**src/inc/rfsm_map.svh**
```systemverilog
// Notes on behaviour
// [RL1] Frame storage runs only in linear or segmented 32-bit addressing, never legacy.
// [RL2] Simplified structure writes data into the descriptor right after its length field.
// [RL3] Simplified structure truncates frames longer than the descriptor data size.
// [RL4] Each truncation increments the no-resource statistics counter.
// [RL5] Truncated descriptor kept if bad frames saved, else reused for next frame.
// [RL6] After a truncated frame reception continues without halting the receive unit.
// [RL7] Save-bad plus promiscuous plus simplified stores any programmed length of every frame.
// [RL8] Flexible structure fills descriptor data area first, then the buffer chain.
// [RL9] Never write more bytes into a buffer than its buffer descriptor allows.
// [RL10] Next buffer descriptor is prefetched before the current buffer fills.
// [RL11] Frames accepted while free buffers remain; exhaustion enters no-resources state. Code: mid-frame only if bad frames saved, else descriptor reused.
// [RL12] Software puts the free buffer list head into the first descriptor.
// [RL13] Software sets buffer pointers of later frame descriptors to all ones.
// [RL14] Kept descriptors get next free buffer address written into next descriptor.
// [RL15] A descriptor with last_descriptor_flag set ends the receive frame area.
// [RL16] A descriptor with its suspend bit set suspends the receive unit afterwards.
// [RL17] structure_select zero is simplified with all-ones buffer pointer, one is flexible.
// [RL18] In-progress bit set at setup, cleared together with completion bit.
`ifndef RFSM_MAP_SVH
`define RFSM_MAP_SVH

`define RFSM_REG_CTRL 8'h00
`define RFSM_REG_RFA 8'h04
`define RFSM_REG_RUST 8'h08
`define RFSM_REG_NRCNT 8'h0C
`define RFSM_REG_ISTAT 8'h10
`define RFSM_REG_IMASK 8'h14

`define RFSM_CTRL_START 0
`define RFSM_CTRL_SAVE 1
`define RFSM_CTRL_PROM 2
`define RFSM_CTRL_MODE_LO 4
`define RFSM_CTRL_MODE_HI 5
`define RFSM_MODE_LEGACY 2'h0

`define RFSM_FD_STAT 32'h0000_0000
`define RFSM_FD_LINK 32'h0000_0004
`define RFSM_FD_BDP 32'h0000_0008
`define RFSM_FD_CNT 32'h0000_000C
`define RFSM_FD_DATA 32'h0000_0010
`define RFSM_BD_LINK 32'h0000_0004

`define RFSM_BIT_C 15
`define RFSM_BIT_B 14
`define RFSM_BIT_OK 13
`define RFSM_BIT_NORES 9
`define RFSM_BIT_EL 31
`define RFSM_BIT_SUSP 30
`define RFSM_BIT_SF 19
`define RFSM_SIZE_LO 16
`define RFSM_SIZE_HI 29
`define RFSM_NONE 32'hFFFF_FFFF

`define RFSM_IRQ_DONE 0
`define RFSM_IRQ_NORES 1
`define RFSM_IRQ_SUSP 2
`define RFSM_IRQ_TRUNC 3

`endif

```
**src/inc/rfsm_pkg.sv**
```systemverilog
`default_nettype none
package rfsm_pkg;
  typedef enum logic [3:0] {
    S_IDLE, S_FD_RD, S_FD_BUSY, S_BD_RD, S_RECV, S_WR, S_BD_FIN,
    S_FD_CNT, S_FD_STAT, S_LINK, S_NORES, S_SUSP
  } rfsm_state_t;
  typedef logic [3:0] rfsm_strb_t;
endpackage
`default_nettype wire

```
**src/inc/rfsm_mem_if.sv**
```systemverilog
`default_nettype none
interface rfsm_mem_if;
  logic req;
  logic we;
  logic [31:0] addr;
  logic [31:0] wdata;
  rfsm_pkg::rfsm_strb_t strb;
  logic done;
  logic [31:0] rdata;
  modport ctl (output req, we, addr, wdata, strb, input done, rdata);
  modport eng (input req, we, addr, wdata, strb, output done, rdata);
endinterface
`default_nettype wire

```
**src/logic/rfsm_mem.sv**
```systemverilog
`default_nettype none
module rfsm_mem (
  input wire logic aclk,
  input wire logic aresetn,
  rfsm_mem_if.eng e,
  output logic mem_req,
  output logic mem_we,
  output logic [31:0] mem_addr,
  output logic [31:0] mem_wdata,
  output rfsm_pkg::rfsm_strb_t mem_wstrb,
  input wire logic mem_ack,
  input wire logic [31:0] mem_rdata
);
  import rfsm_pkg::*;

  logic done_q;
  logic [31:0] rdata_q;

  // Request held with a stable payload until memory acknowledges
  always_ff @(posedge aclk) begin
    if (!aresetn) begin
      mem_req <= 1'b0;
      mem_we <= 1'b0;
      mem_addr <= 32'h0000_0000;
      mem_wdata <= 32'h0000_0000;
      mem_wstrb <= 4'h0;
    end else if (e.req && !mem_req) begin
      mem_req <= 1'b1;
      mem_we <= e.we;
      mem_addr <= e.addr;
      mem_wdata <= e.wdata;
      mem_wstrb <= e.we ? e.strb : 4'h0;
    end else if (mem_ack) begin
      mem_req <= 1'b0;
    end
  end

  always_ff @(posedge aclk) begin
    if (!aresetn) begin
      done_q <= 1'b0;
      rdata_q <= 32'h0000_0000;
    end else begin
      done_q <= mem_req && mem_ack;
      if (mem_req && mem_ack) begin
        rdata_q <= mem_rdata;
      end
    end
  end

  assign e.done = done_q;
  assign e.rdata = rdata_q;
endmodule
`default_nettype wire

```
**src/logic/rfsm_top.sv**
```systemverilog
`default_nettype none
`include "rfsm_map.svh"
module rfsm_top (
  input wire logic aclk,
  input wire logic aresetn,
  input wire logic [7:0] s_axi_awaddr,
  input wire logic s_axi_awvalid,
  output logic s_axi_awready,
  input wire logic [31:0] s_axi_wdata,
  input wire rfsm_pkg::rfsm_strb_t s_axi_wstrb,
  input wire logic s_axi_wvalid,
  output logic s_axi_wready,
  output logic [1:0] s_axi_bresp,
  output logic s_axi_bvalid,
  input wire logic s_axi_bready,
  input wire logic [7:0] s_axi_araddr,
  input wire logic s_axi_arvalid,
  output logic s_axi_arready,
  output logic [31:0] s_axi_rdata,
  output logic [1:0] s_axi_rresp,
  output logic s_axi_rvalid,
  input wire logic s_axi_rready,
  output logic irq,
  input wire logic rx_valid,
  output logic rx_ready,
  input wire logic [7:0] rx_data,
  input wire logic rx_last,
  input wire logic rx_good,
  input wire logic rx_match,
  output logic mem_req,
  output logic mem_we,
  output logic [31:0] mem_addr,
  output logic [31:0] mem_wdata,
  output rfsm_pkg::rfsm_strb_t mem_wstrb,
  input wire logic mem_ack,
  input wire logic [31:0] mem_rdata
);
  import rfsm_pkg::*;

  rfsm_mem_if mif ();

  rfsm_mem u_mem (
    .aclk(aclk),
    .aresetn(aresetn),
    .e(mif.eng),
    .mem_req(mem_req),
    .mem_we(mem_we),
    .mem_addr(mem_addr),
    .mem_wdata(mem_wdata),
    .mem_wstrb(mem_wstrb),
    .mem_ack(mem_ack),
    .mem_rdata(mem_rdata)
  );

  function automatic logic reg_ok(input logic [7:0] a);
    case (a)
      `RFSM_REG_CTRL, `RFSM_REG_RFA, `RFSM_REG_RUST, `RFSM_REG_NRCNT,
      `RFSM_REG_ISTAT, `RFSM_REG_IMASK: reg_ok = 1'b1;
      default: reg_ok = 1'b0;
    endcase
  endfunction

  function automatic logic [31:0] merge(input logic [31:0] o, input logic [31:0] n,
                                        input logic [3:0] s);
    for (int i = 0; i < 4; i++) begin
      merge[8*i+:8] = s[i] ? n[8*i+:8] : o[8*i+:8];
    end
  endfunction

  rfsm_state_t state_q;
  logic busy_q, rx_ready_q, start_q, save_q, prom_q, mode_err_q, irq_q;
  logic [1:0] idx_q, mode_q;
  logic [31:0] fd_addr_q, link_q, rfa_q, wr_addr_q, word_q, nores_cnt_q;
  logic el_q, susp_q, sf_q, in_buf_q, drop_q, lost_q, infr_q, skip_q, good_q, last_q;
  logic [13:0] fd_size_q, reg_cnt_q, cur_size_q, nxt_size_q;
  logic [31:0] cur_ptr_q, cur_addr_q, nxt_ptr_q, nxt_link_q, nxt_addr_q;
  logic cur_ok_q, nxt_ok_q;
  logic [3:0] strb_q, istat_q, imask_q;
  logic aw_hold_q, w_hold_q, awready_q, wready_q, bvalid_q, arready_q, rvalid_q;
  logic [7:0] awaddr_q;
  logic [31:0] wdata_q, rdata_q;
  logic [3:0] wstrb_q;
  logic [1:0] bresp_q, rresp_q;

  logic [13:0] rsize, fd_cnt;
  logic [1:0] lane;
  logic room, acc, skip, bad, reuse, fin_go, wr_fire;
  logic ev_done, ev_nores, ev_susp, ev_trunc;
  logic [31:0] base, next_free, ru_word;
  rfsm_state_t end_st, fin_next;

  assign rsize = in_buf_q ? cur_size_q : fd_size_q;
  assign fd_cnt = in_buf_q ? fd_size_q : reg_cnt_q;
  assign lane = reg_cnt_q[1:0];
  // Bytes past the room are dropped, not written
  assign room = !drop_q && (reg_cnt_q != rsize);
  assign acc = (state_q == S_RECV) && rx_valid && rx_ready_q;
  assign skip = infr_q ? skip_q : !(rx_match || prom_q);
  assign base = in_buf_q ? cur_addr_q : fd_addr_q + `RFSM_FD_DATA;
  assign next_free = !cur_ok_q ? `RFSM_NONE :
                     (in_buf_q && reg_cnt_q != 14'h0000) ? nxt_ptr_q : cur_ptr_q;
  assign bad = !good_q || lost_q;
  assign reuse = skip_q || (bad && !save_q);
  assign end_st = (in_buf_q && reg_cnt_q != 14'h0000) ? S_BD_FIN : S_FD_CNT;
  // [RL11] [RL15] [RL16] Next receive unit state
  assign fin_next = drop_q ? S_NORES : susp_q ? S_SUSP : el_q ? S_NORES : S_FD_RD;
  assign fin_go = mif.done && ((state_q == S_LINK) || (state_q == S_FD_STAT && el_q));

  always_comb begin
    mif.req = !busy_q && (state_q inside {S_FD_RD, S_FD_BUSY, S_BD_RD, S_WR, S_BD_FIN,
                                          S_FD_CNT, S_FD_STAT, S_LINK});
    mif.we = 1'b1;
    mif.strb = 4'h3;
    mif.addr = fd_addr_q;
    mif.wdata = 32'h0000_0000;
    case (state_q)
      S_FD_RD: begin
        mif.we = 1'b0;
        mif.addr = fd_addr_q + {28'h0000000, idx_q, 2'b00};
      end
      // [RL18] In-progress set at setup
      S_FD_BUSY: mif.wdata[`RFSM_BIT_B] = 1'b1;
      S_BD_RD: begin
        mif.we = 1'b0;
        mif.addr = nxt_ptr_q + {28'h0000000, idx_q, 2'b00};
      end
      S_WR: begin
        mif.addr = wr_addr_q;
        mif.wdata = word_q;
        mif.strb = strb_q;
      end
      S_BD_FIN: begin
        mif.addr = cur_ptr_q;
        mif.wdata = {16'h0000, last_q, 1'b1, reg_cnt_q};
      end
      S_FD_CNT: begin
        mif.addr = fd_addr_q + `RFSM_FD_CNT;
        mif.wdata = {16'h0000, 2'b11, fd_cnt};
      end
      // [RL18] Completion set and in-progress cleared in one write
      S_FD_STAT: begin
        mif.wdata[`RFSM_BIT_C] = 1'b1;
        mif.wdata[`RFSM_BIT_OK] = !bad;
        mif.wdata[`RFSM_BIT_NORES] = lost_q;
      end
      // [RL14] [RL17] Free chain handed to the next descriptor
      S_LINK: begin
        mif.addr = link_q + `RFSM_FD_BDP;
        mif.wdata = sf_q ? next_free : `RFSM_NONE;
        mif.strb = 4'hF;
      end
      default: mif.req = 1'b0;
    endcase
  end

  always_ff @(posedge aclk) begin
    if (!aresetn) begin
      state_q <= S_IDLE;
      busy_q <= 1'b0;
      idx_q <= 2'h0;
      rx_ready_q <= 1'b0;
      {fd_addr_q, link_q, wr_addr_q, word_q} <= {4{32'h0000_0000}};
      {cur_ptr_q, cur_addr_q, nxt_ptr_q, nxt_link_q, nxt_addr_q} <= {5{32'h0000_0000}};
      {fd_size_q, reg_cnt_q, cur_size_q, nxt_size_q} <= {4{14'h0000}};
      {el_q, susp_q, sf_q, in_buf_q, drop_q, lost_q} <= 6'h00;
      {infr_q, skip_q, good_q, last_q, cur_ok_q, nxt_ok_q} <= 6'h00;
      strb_q <= 4'h0;
    end else begin
      if (mif.req) begin
        busy_q <= 1'b1;
      end
      if (mif.done) begin
        busy_q <= 1'b0;
        idx_q <= idx_q + 2'h1;
      end
      case (state_q)
        // [RL1] Legacy addressing never starts frame storage
        S_IDLE, S_SUSP, S_NORES: if (start_q && mode_q != `RFSM_MODE_LEGACY) begin
          fd_addr_q <= rfa_q;
          idx_q <= 2'h0;
          state_q <= S_FD_RD;
        end
        S_FD_RD: if (mif.done) begin
          case (idx_q)
            2'h0: begin
              el_q <= mif.rdata[`RFSM_BIT_EL];
              susp_q <= mif.rdata[`RFSM_BIT_SUSP];
              sf_q <= mif.rdata[`RFSM_BIT_SF];
            end
            2'h1: link_q <= mif.rdata;
            2'h2: nxt_ptr_q <= mif.rdata;
            default: begin
              fd_size_q <= mif.rdata[`RFSM_SIZE_HI:`RFSM_SIZE_LO];
              {reg_cnt_q, strb_q, word_q} <= {14'h0000, 4'h0, 32'h0000_0000};
              {in_buf_q, drop_q, lost_q, infr_q, skip_q, cur_ok_q, nxt_ok_q} <= 7'h00;
              state_q <= S_FD_BUSY;
            end
          endcase
        end
        S_FD_BUSY: if (mif.done) begin
          if (!sf_q) begin
            state_q <= S_RECV;
            rx_ready_q <= 1'b1;
          // [RL11] [RL12] [RL13] Empty free list means no resources
          end else if (nxt_ptr_q == `RFSM_NONE) begin
            state_q <= S_NORES;
          end else begin
            idx_q <= 2'h1;
            state_q <= S_BD_RD;
          end
        end
        S_BD_RD: if (mif.done) begin
          case (idx_q)
            2'h1: nxt_link_q <= mif.rdata;
            2'h2: nxt_addr_q <= mif.rdata;
            default: begin
              idx_q <= 2'h1;
              if (!cur_ok_q) begin
                cur_ptr_q <= nxt_ptr_q;
                cur_addr_q <= nxt_addr_q;
                cur_size_q <= mif.rdata[13:0];
                cur_ok_q <= 1'b1;
                nxt_ptr_q <= nxt_link_q;
              end else begin
                nxt_size_q <= mif.rdata[13:0];
                nxt_ok_q <= 1'b1;
              end
              // [RL10] Fetch the following descriptor before any byte lands
              if (!cur_ok_q && nxt_link_q != `RFSM_NONE) begin
                state_q <= S_BD_RD;
              end else begin
                state_q <= S_RECV;
                rx_ready_q <= 1'b1;
                in_buf_q <= in_buf_q || (fd_size_q == 14'h0000);
              end
            end
          endcase
        end
        S_RECV: if (acc) begin
          infr_q <= !rx_last;
          skip_q <= skip;
          if (rx_last) begin
            good_q <= rx_good;
          end
          // [RL3] [RL7] Excess bytes are cut, filtering off in promiscuous mode
          if (skip || !room) begin
            lost_q <= lost_q || !skip;
            if (rx_last) begin
              last_q <= 1'b1;
              rx_ready_q <= 1'b0;
              state_q <= skip ? S_FD_CNT : end_st;
            end
          // [RL2] [RL8] Descriptor area first, then the current buffer
          end else begin
            word_q[8*lane+:8] <= rx_data;
            strb_q[lane] <= 1'b1;
            reg_cnt_q <= reg_cnt_q + 14'h0001;
            if (lane == 2'h3 || reg_cnt_q + 14'h0001 == rsize || rx_last) begin
              wr_addr_q <= base + {18'h00000, reg_cnt_q[13:2], 2'b00};
              last_q <= rx_last;
              rx_ready_q <= 1'b0;
              state_q <= S_WR;
            end
          end
        end
        S_WR: if (mif.done) begin
          word_q <= 32'h0000_0000;
          strb_q <= 4'h0;
          if (reg_cnt_q == rsize && !in_buf_q && sf_q) begin
            if (cur_ok_q) begin
              in_buf_q <= 1'b1;
              reg_cnt_q <= 14'h0000;
            end else begin
              drop_q <= 1'b1;
            end
          end
          // [RL9] A full buffer is closed at exactly its size
          if (reg_cnt_q == rsize && in_buf_q) begin
            state_q <= S_BD_FIN;
          end else if (last_q) begin
            state_q <= end_st;
          end else begin
            state_q <= S_RECV;
            rx_ready_q <= 1'b1;
          end
        end
        S_BD_FIN: if (mif.done) begin
          if (last_q) begin
            state_q <= S_FD_CNT;
          end else begin
            reg_cnt_q <= 14'h0000;
            nxt_ok_q <= 1'b0;
            cur_ok_q <= nxt_ok_q;
            drop_q <= !nxt_ok_q;
            {cur_ptr_q, cur_addr_q, cur_size_q} <= {nxt_ptr_q, nxt_addr_q, nxt_size_q};
            nxt_ptr_q <= nxt_ok_q ? nxt_link_q : `RFSM_NONE;
            idx_q <= 2'h1;
            // [RL10] Prefetch again as soon as a buffer is taken
            if (nxt_ok_q && nxt_link_q != `RFSM_NONE) begin
              state_q <= S_BD_RD;
            end else begin
              state_q <= S_RECV;
              rx_ready_q <= 1'b1;
            end
          end
        end
        // [RL5] [RL6] Dropped or unsaved bad frame reuses the descriptor
        S_FD_CNT: if (mif.done) begin
          idx_q <= 2'h0;
          state_q <= reuse ? S_FD_RD : S_FD_STAT;
        end
        S_FD_STAT: if (mif.done) begin
          state_q <= el_q ? fin_next : S_LINK;
        end
        S_LINK: if (mif.done) begin
          state_q <= fin_next;
          fd_addr_q <= link_q;
          idx_q <= 2'h0;
        end
        default: state_q <= S_IDLE;
      endcase
    end
  end

  assign ev_done = (state_q == S_FD_STAT) && mif.done;
  assign ev_trunc = (state_q == S_FD_CNT) && mif.done && lost_q && !skip_q;
  assign ev_susp = fin_go && fin_next == S_SUSP;
  assign ev_nores = (fin_go && fin_next == S_NORES) ||
                    (state_q == S_FD_BUSY && mif.done && sf_q && nxt_ptr_q == `RFSM_NONE);
  assign wr_fire = aw_hold_q && w_hold_q && !bvalid_q;

  // [RL4] No-resource statistics on every truncation
  always_ff @(posedge aclk) begin
    if (!aresetn) begin
      nores_cnt_q <= 32'h0000_0000;
    end else if (ev_trunc) begin
      nores_cnt_q <= nores_cnt_q + 32'h0000_0001;
    end
  end

  // Status bits: a new event wins over a same-cycle clear
  always_ff @(posedge aclk) begin
    if (!aresetn) begin
      {start_q, save_q, prom_q, mode_err_q, irq_q} <= 5'h00;
      mode_q <= 2'h0;
      {rfa_q} <= 32'h0000_0000;
      {istat_q, imask_q} <= 8'h00;
    end else begin
      start_q <= wr_fire && awaddr_q == `RFSM_REG_CTRL && wstrb_q[0] &&
                 wdata_q[`RFSM_CTRL_START];
      if (start_q) begin
        mode_err_q <= mode_q == `RFSM_MODE_LEGACY;
      end
      if (wr_fire && awaddr_q == `RFSM_REG_CTRL && wstrb_q[0]) begin
        save_q <= wdata_q[`RFSM_CTRL_SAVE];
        prom_q <= wdata_q[`RFSM_CTRL_PROM];
        mode_q <= wdata_q[`RFSM_CTRL_MODE_HI:`RFSM_CTRL_MODE_LO];
      end
      if (wr_fire && awaddr_q == `RFSM_REG_RFA) begin
        rfa_q <= merge(rfa_q, wdata_q, wstrb_q);
      end
      if (wr_fire && awaddr_q == `RFSM_REG_IMASK && wstrb_q[0]) begin
        imask_q <= wdata_q[3:0];
      end
      istat_q <= (istat_q & ~((wr_fire && awaddr_q == `RFSM_REG_ISTAT && wstrb_q[0]) ?
                 wdata_q[3:0] : 4'h0)) | {ev_trunc, ev_susp, ev_nores, ev_done};
      irq_q <= |(istat_q & imask_q);
    end
  end

  always_comb begin
    ru_word = {27'h0000000, mode_err_q, 4'h3};
    case (state_q)
      S_IDLE: ru_word[3:0] = 4'h0;
      S_SUSP: ru_word[3:0] = 4'h1;
      S_NORES: ru_word[3:0] = 4'h2;
      default: ru_word[3:0] = 4'h3;
    endcase
  end

  always_ff @(posedge aclk) begin
    if (!aresetn) begin
      {aw_hold_q, w_hold_q, bvalid_q, rvalid_q} <= 4'h0;
      {awready_q, wready_q, arready_q} <= 3'h7;
      awaddr_q <= 8'h00;
      {wdata_q, rdata_q} <= {2{32'h0000_0000}};
      wstrb_q <= 4'h0;
      {bresp_q, rresp_q} <= 4'h0;
    end else begin
      if (s_axi_awvalid && awready_q) begin
        aw_hold_q <= 1'b1;
        awready_q <= 1'b0;
        awaddr_q <= {s_axi_awaddr[7:2], 2'b00};
      end
      if (s_axi_wvalid && wready_q) begin
        w_hold_q <= 1'b1;
        wready_q <= 1'b0;
        wdata_q <= s_axi_wdata;
        wstrb_q <= s_axi_wstrb;
      end
      if (wr_fire) begin
        {aw_hold_q, w_hold_q} <= 2'b00;
        bvalid_q <= 1'b1;
        bresp_q <= reg_ok(awaddr_q) ? 2'b00 : 2'b10;
      end
      if (bvalid_q && s_axi_bready) begin
        bvalid_q <= 1'b0;
        {awready_q, wready_q} <= 2'b11;
      end
      if (s_axi_arvalid && arready_q) begin
        arready_q <= 1'b0;
        rvalid_q <= 1'b1;
        rresp_q <= reg_ok({s_axi_araddr[7:2], 2'b00}) ? 2'b00 : 2'b10;
        case ({s_axi_araddr[7:2], 2'b00})
          `RFSM_REG_CTRL: rdata_q <= {26'h0000000, mode_q, 1'b0, prom_q, save_q, 1'b0};
          `RFSM_REG_RFA: rdata_q <= rfa_q;
          `RFSM_REG_RUST: rdata_q <= ru_word;
          `RFSM_REG_NRCNT: rdata_q <= nores_cnt_q;
          `RFSM_REG_ISTAT: rdata_q <= {28'h0000000, istat_q};
          `RFSM_REG_IMASK: rdata_q <= {28'h0000000, imask_q};
          default: rdata_q <= 32'h0000_0000;
        endcase
      end
      if (rvalid_q && s_axi_rready) begin
        rvalid_q <= 1'b0;
        arready_q <= 1'b1;
      end
    end
  end

  assign {s_axi_awready, s_axi_wready, s_axi_bvalid, s_axi_bresp} =
         {awready_q, wready_q, bvalid_q, bresp_q};
  assign {s_axi_arready, s_axi_rvalid, s_axi_rdata, s_axi_rresp} =
         {arready_q, rvalid_q, rdata_q, rresp_q};
  assign irq = irq_q;
  assign rx_ready = rx_ready_q;
endmodule
`default_nettype wire

```
**config.mk**
```make
export PLATFORM = sky130hd
export DESIGN_NAME = rfsm_top
export DESIGN_NICKNAME = d
export VERILOG_FILES = /design/src/inc/rfsm_pkg.sv /design/src/inc/rfsm_mem_if.sv /design/src/logic/rfsm_mem.sv /design/src/logic/rfsm_top.sv
export VERILOG_INCLUDE_DIRS = /design/src /design/src/inc
export SDC_FILE = /design/constraint.sdc
export NUM_CORES = 2
export LEC_CHECK = 0
export BUFFER_PORTS_ARGS = -buffer_cell sky130_fd_sc_hd__buf_2
export CAP_MARGIN = 20
export CORE_MARGIN = 2
export CORE_UTILIZATION = 48
export CTS_BUF_LIST = sky130_fd_sc_hd__clkbuf_2 sky130_fd_sc_hd__clkbuf_4 sky130_fd_sc_hd__clkbuf_8
export DETAILED_ROUTE_END_ITERATION = 8
export GPL_TIMING_DRIVEN = 0
export PLACE_DENSITY = 0.66
export SYNTH_ARGS = -nofsm -noshare
export SYNTH_HDL_FRONTEND = slang
export SYNTH_SLANG_ARGS = --single-unit
```
**constraint.sdc**
```tcl
create_clock -name aclk -period 8.27 [get_ports aclk]
set_input_delay 1.2405 -clock aclk [delete_from_list [all_inputs] [get_ports aclk]]
set_output_delay 1.2405 -clock aclk [all_outputs]
set_load 0.01 [all_outputs]
```
## Word-level counts from Yosys, hierarchy flattened

Cells that the tools add are included.

- Bitwise gates (word level): 9
- Shift-type cells: 2
- Muxes and demuxes: 179
- Equal/unequal tests: 60
- Add/sub/neg operators: 10
- Reductions and logical operators: 127
- $lt $le $gt $ge: 2

Operators with widths:

| cell | count |
|---|---|
| 32-bit 2-to-1 mux | 29 |
| 32-bit case mux with 6 select lines | 2 |
| 14-bit 2-to-1 mux | 16 |
| 32-bit case mux with 2 select lines | 3 |
| 32-bit case mux with 3 select lines | 2 |
| 4-bit 2-to-1 mux | 29 |
| 32-bit by 4-bit adder with 32-bit output | 2 |
| 32-bit by 4-bit adder with 32-bit output (second input constant) | 2 |
| 1-bit 2-to-1 mux | 57 |
| 14-bit case mux with 4 select lines | 1 |
| 1-bit logical AND | 41 |
| 4-bit case mux with 10 select lines | 1 |
| 9-bit case mux with 4 select lines | 1 |
| 5-bit negator with 34-bit output | 1 |
| 8-bit by 34-bit variable shift with 32-bit output (first input constant) | 1 |
| 8-bit by 34-bit indexed part select with 32-bit output | 1 |
| 32-bit by 1-bit adder with 32-bit output (second input constant) | 1 |
| 32-bit by 14-bit adder with 32-bit output | 1 |
| 32-bit by 5-bit adder with 32-bit output (second input constant) | 1 |
| 32-bit bitwise mux | 1 |
| 32-bit == test (second input constant) | 1 |
| 2-bit inequality test (second input constant) | 16 |
| 32-bit inequality test (second input constant) | 1 |
| 16-bit case mux with 2 select lines | 1 |
| other kinds (64) | 177 |

- Input port bits: 104
- Bits in registers: 635

## Logic depth before layout (Yosys ltp)

- Depth after elaboration: 8
- Gate-level depth with buffers: 20

## By module

Synthesis repeated with hierarchy kept, for this count alone.

- Cell total of the unflattened synthesis: 4064
- Area, all modules: 30967.2 um^2

Modules (own cells, without submodules):

| module | cells each | area an instance (um^2) | seq. area each (um^2) | times used |
|---|---|---|---|---|
| rfsm_top | 3617 | 27108.5 | 10610.2 | 1 |
| rfsm_mem | 447 | 3858.7 | 2062.0 | 1 |

## Worst setup path after synthesis

OpenSTA, ideal clock, no wires.

- Path type: register to register
- Start: register in_buf_q
- End: register wr_addr_q[30]
- Required time: 8.196 ns
- Setup slack: 3.710 ns
- Stages on the path, launching flop included: 20
- Data arrival time: 4.486 ns
- Cell sequence: dfxtp_1 -> buf_4 -> buf_6 -> buf_2 -> buf_2 -> buf_2 -> clkbuf_1 -> buf_1 -> clkbuf_1 -> mux2_2 -> ha_1 -> inv_1 -> fa_1 -> nor2b_1 -> o31a_1 -> o211ai_1 -> a211o_1 -> nor4_2 -> or3b_1 -> a31oi_1

- Word-level cells in the longest chain between the ends: 7
- Elaborated cells on any way between the ends: 12
- Those cells by class: 1 x add/sub; 2 x eq/ne; 2 x mux; 1 x bitwise; 6 x reduce/logical

RTL lines:

| element | RTL line | text |
|---|---|---|
| start: declaration | rfsm_top.sv:74 | `logic el_q, susp_q, sf_q, in_buf_q, drop_q, lost_q, infr_q, skip_q, good_q, last_q;` |
| start signal: assignment | rfsm_top.sv:234 | `in_buf_q <= in_buf_q \|\| (fd_size_q == 14'h0000);` |
| parallel branches: the longest is 7 deep, another holds 32-bit by 14-bit adder with 32-bit output | n/a |  |
| end signal: assignment | rfsm_top.sv:162 | `{fd_addr_q, link_q, wr_addr_q, word_q} <= {4{32'h0000_0000}};` |
| end signal: assignment | rfsm_top.sv:259 | `wr_addr_q <= base + {18'h00000, reg_cnt_q[13:2], 2'b00};` |
| end: declaration | rfsm_top.sv:73 | `logic [31:0] fd_addr_q, link_q, rfa_q, wr_addr_q, word_q, nores_cnt_q;` |

Parallel ways; which one is timed is not known.
A chain may end at the register's enable or synchronous reset.

## Worst setup path after layout

- Start: register in_buf_q
- End: register wr_addr_q[24]

Same word-level chain as after synthesis.

==> flow_metrics.env <==
export IMPL_layout_drive_gt1_share_pct=11.6
export IMPL_cpMostUsedCell="buf_2"
export IMPL_synthTopCellsByArea="dfxtp_1, nand2_1, a21oi_1"
export IMPL_critPathTopFamily="buffers and inverters"
export IMPL_synthCells=3986
export IMPL_row_count=93
export IMPL_grtUsageTotal_pct=39.6
export IMPL_hpwl_um=105000
export IMPL_ant_nets=0
export IMPL_r2r_cells=19
export IMPL_wire_per_inst_um=25.9
export IMPL_seqCellArea_um2=12700
export IMPL_post_drt_via_cell_ratio=6.14
export IMPL_clk_pin_slew_ns=0.06
export IMPL_critical_path_class="register to register"
export IMPL_fin_total_pwr_mw=8.19
export IMPL_worst_setup_path_start_kind="register"
export IMPL_synth_top_area_cell="dfxtp_1"
export IMPL_rsz0062_at_grt="false"
export IMPL_hold_path_class="register to register"
export IMPL_use_met2_pct=59.1
export IMPL_cp_depth=19
export IMPL_hold_violations=0
export IMPL_fill_cells=6338
export IMPL_tns_ns=0
export IMPL_clock_sinks=633
export IMPL_cp_startpoint="in_buf_q$_SDFFE_PN0P_"
export IMPL_status="finished, final reports clean"
export IMPL_use_met3_pct=9.12
export IMPL_timing_final_crit_share_pct=81.6
export IMPL_r2r_start="in_buf_q$_SDFFE_PN0P_"
export IMPL_gr_total_overflow=0
export IMPL_met1_usage_pct=52.8
export IMPL_crit_buf_inv=9
export IMPL_htree_levels=3
export IMPL_slowest_stage="buf_1"
export IMPL_drtIter0Drc=4176
export IMPL_synth_top_area_share_pct=40.9
export IMPL_grt_busiest_layer="met2"
export IMPL_vias=32300
export IMPL_synth_area_um2=31000
export IMPL_synth_edf_count=0
export IMPL_antenna_found_initial=6
export IMPL_relSlewSlack_pct=18.4
export IMPL_max_cap_violations=0
export IMPL_power_leakage_nw=12.5
export IMPL_die_x_um=258
export IMPL_power_density_nw_per_um2=230
export IMPL_drcViolationCount=0
export IMPL_finalSetupViolCount=0
export IMPL_period_minus_slack_ns=6.75
export IMPL_path_max_fanout=10
export IMPL_clock_skew_final_ns=0.0450
export IMPL_worstMarginPinSlew_ns=1.22
export IMPL_wl_um=136000
export IMPL_ir_drop_uv=133
export IMPL_synth_ff_type="dfxtp_1"
export IMPL_max_clock_freq_mhz=148
export IMPL_final_nets=4450
export IMPL_first_pass_iters=6
export IMPL_cts_root_buf="clkbuf_8"
export IMPL_ys_seq_area_share_pct=40.9
export IMPL_required_ns=8.88
export IMPL_crit_chain="buf_4 > buf_6 > buf_2 > buf_2 > buf_2 > clkbuf_1 > buf_1 > clkbuf_1 > buf_1 > o21ai_0 > ha_1 > o21a_1 > o31a_1 > o211ai_1 > a211o_1 > nor4_2 > o211ai_1 > xor2_1 > a21oi_1"
export IMPL_synth_seq_cells=633
export IMPL_synth_cell_types=93
export IMPL_core_area_um2=64100
export IMPL_syn_area_per_cell_um2=7.77
export IMPL_clk_path_buf_depth=3
export IMPL_synthArstFlopShare_pct=0
export IMPL_cp_end_kind="register"
export IMPL_initial_utilization_pct=48.3
export IMPL_ctsHoldBuffers=0
export IMPL_io_buffer_count=207
export IMPL_grt_max_degree=18
export IMPL_multi_input_area_um2=16900
export IMPL_cp_arrival_ns=7.36
export IMPL_cts_setup_buffers=0
export IMPL_grt_pass1_wl_um=196000
export IMPL_grt_pass1_vias=29400
export IMPL_cts_made_buffers=108
export IMPL_cts_tree="done"
export IMPL_crit_path_max_incr_delay_ns=0.82
export IMPL_yosysWarnings=0
export IMPL_clk_latency_ns=0.77
export IMPL_area_growth_pct=15.2
export IMPL_min_delay_start="u_mem.mem_addr[24]$_SDFFE_PN0P_"
export IMPL_cts_resized=0
export IMPL_io_pins=217
export IMPL_holdPathStages=2
export IMPL_dieArea_um2=66600
export IMPL_globalplace_congestion=1.05
export IMPL_drv_slew=0
export IMPL_die_h_um=258
[layout by cell type (no fill, tap or decap), types with 15 or more instances in the layout]
master and count:
nand2b_1 22, a31oi_1 19, nand3_1 129, buf_2 228, buf_1 22, nor4_1 25, mux2_2 22, mux2i_1 122
clkbuf_1 258, o22ai_1 15, a22oi_1 31, inv_1 37, dfxtp_1 633, o221ai_1 19, a311oi_1 47, a221oi_1 29
clkbuf_4 34, or3_1 24, and2_1 16, nand4_1 85, o211ai_1 18, a21oi_1 468, a22o_1 36, nor2b_1 22
nor3_1 52, and3_1 35, o21ai_0 186, xnor2_1 89, and4_1 15, clkbuf_8 136, nor2_1 330, buf_4 15
ha_1 29, xor2_1 61, nand2_1 862, a222oi_1 18
[cell families after synthesis]
| kind of cell | share of synthesized area (%) |
|---|---|
| simple gates | 24.0 |
| compound gates | 19.9 |
| flops | 40.9 |
| buf+inv | 4.65 |
| xor+xnor | 4.39 |
| mux | 4.81 |
| fa+ha+maj | 1.37 |
| other cells | 0.0121 |
[power by group]
group	internal [mW]	total, mW	switching [mW]
logic	0.416	1.40	0.979
registers	3.25	3.60	0.352
clock network	1.80	3.20	1.39
total	5.47	8.19	2.73
[metal layers]
layer	vias to the layer above	wire, um
met5	-	23
met4	4	9020
met3	402	15500
met2	1996	56900
met1	15200	54700
li1	14700	-
[tightest hold or removal path, cell delays in order, from the launching register on]
cell	delay, ns
dfxtp_1	0.30
nand2_1	0.05
a21oi_1	0.05
[layout make-up]
cell class	count	area share, %
repair buffers	217	3.21
clock inverters	26	0.933
plain buffers	317	3.63
multi-input cells	2998	47.3
clock buffers	170	5.96
inverters	39	0.410
well taps	855	3.00
diodes	5	0.0351
flip-flops and latches	633	35.5
[through the flow]
stage / std cells / area, um2 / utilization, % / worst slack (ns) / hold WS [ns]
finish: 5260 / 35700 / 55.6 / 1.52 / 0.448
global route: 5256 / 35700 / 55.6 / 1.31 / 0.465
CTS: 5251 / 35600 / 55.6 / 1.74 / 0.450
detailed placement: 5055 / 33200 / 51.7 / 1.76 / 0.443
global placement: 5049 / 33100 / 51.6 / 1.76 / 0.439
floorplan: 3987 / 31000 / - / 3.71 / 0.431
[Yosys cell counts, types with 16 or more instances]
library cell	number
nand2_1	862
dfxtp_1	633
a21oi_1	468
nor2_1	330
clkbuf_1	259
o21ai_0	186
nand3_1	129
mux2i_1	122
xnor2_1	89
nand4_1	85
xor2_1	61
nor3_1	52
a311oi_1	47
inv_1	37
a22o_1	36
and3_1	35
a22oi_1	31
a221oi_1	29
ha_1	29
nor4_1	25
or3_1	24
buf_1	22
mux2_2	22
nand2b_1	22
nor2b_1	22
a31oi_1	19
o221ai_1	19
a222oi_1	18
buf_2	18
o211ai_1	18
and2_1	16
[path summary, 6_finish.rpt]
kind	slack (ns)	endpoint
setup / recovery	1.52	wr_addr_q[24]$_SDFFE_PN0P_
setup reg to reg	1.52	wr_addr_q[24]$_SDFFE_PN0P_
hold / removal	0.45	u_mem.mem_addr[24]$_SDFFE_PN0P_
hold reg to reg	0.45	u_mem.mem_addr[24]$_SDFFE_PN0P_
No activity file was read; power rests on OpenSTA's default activity.
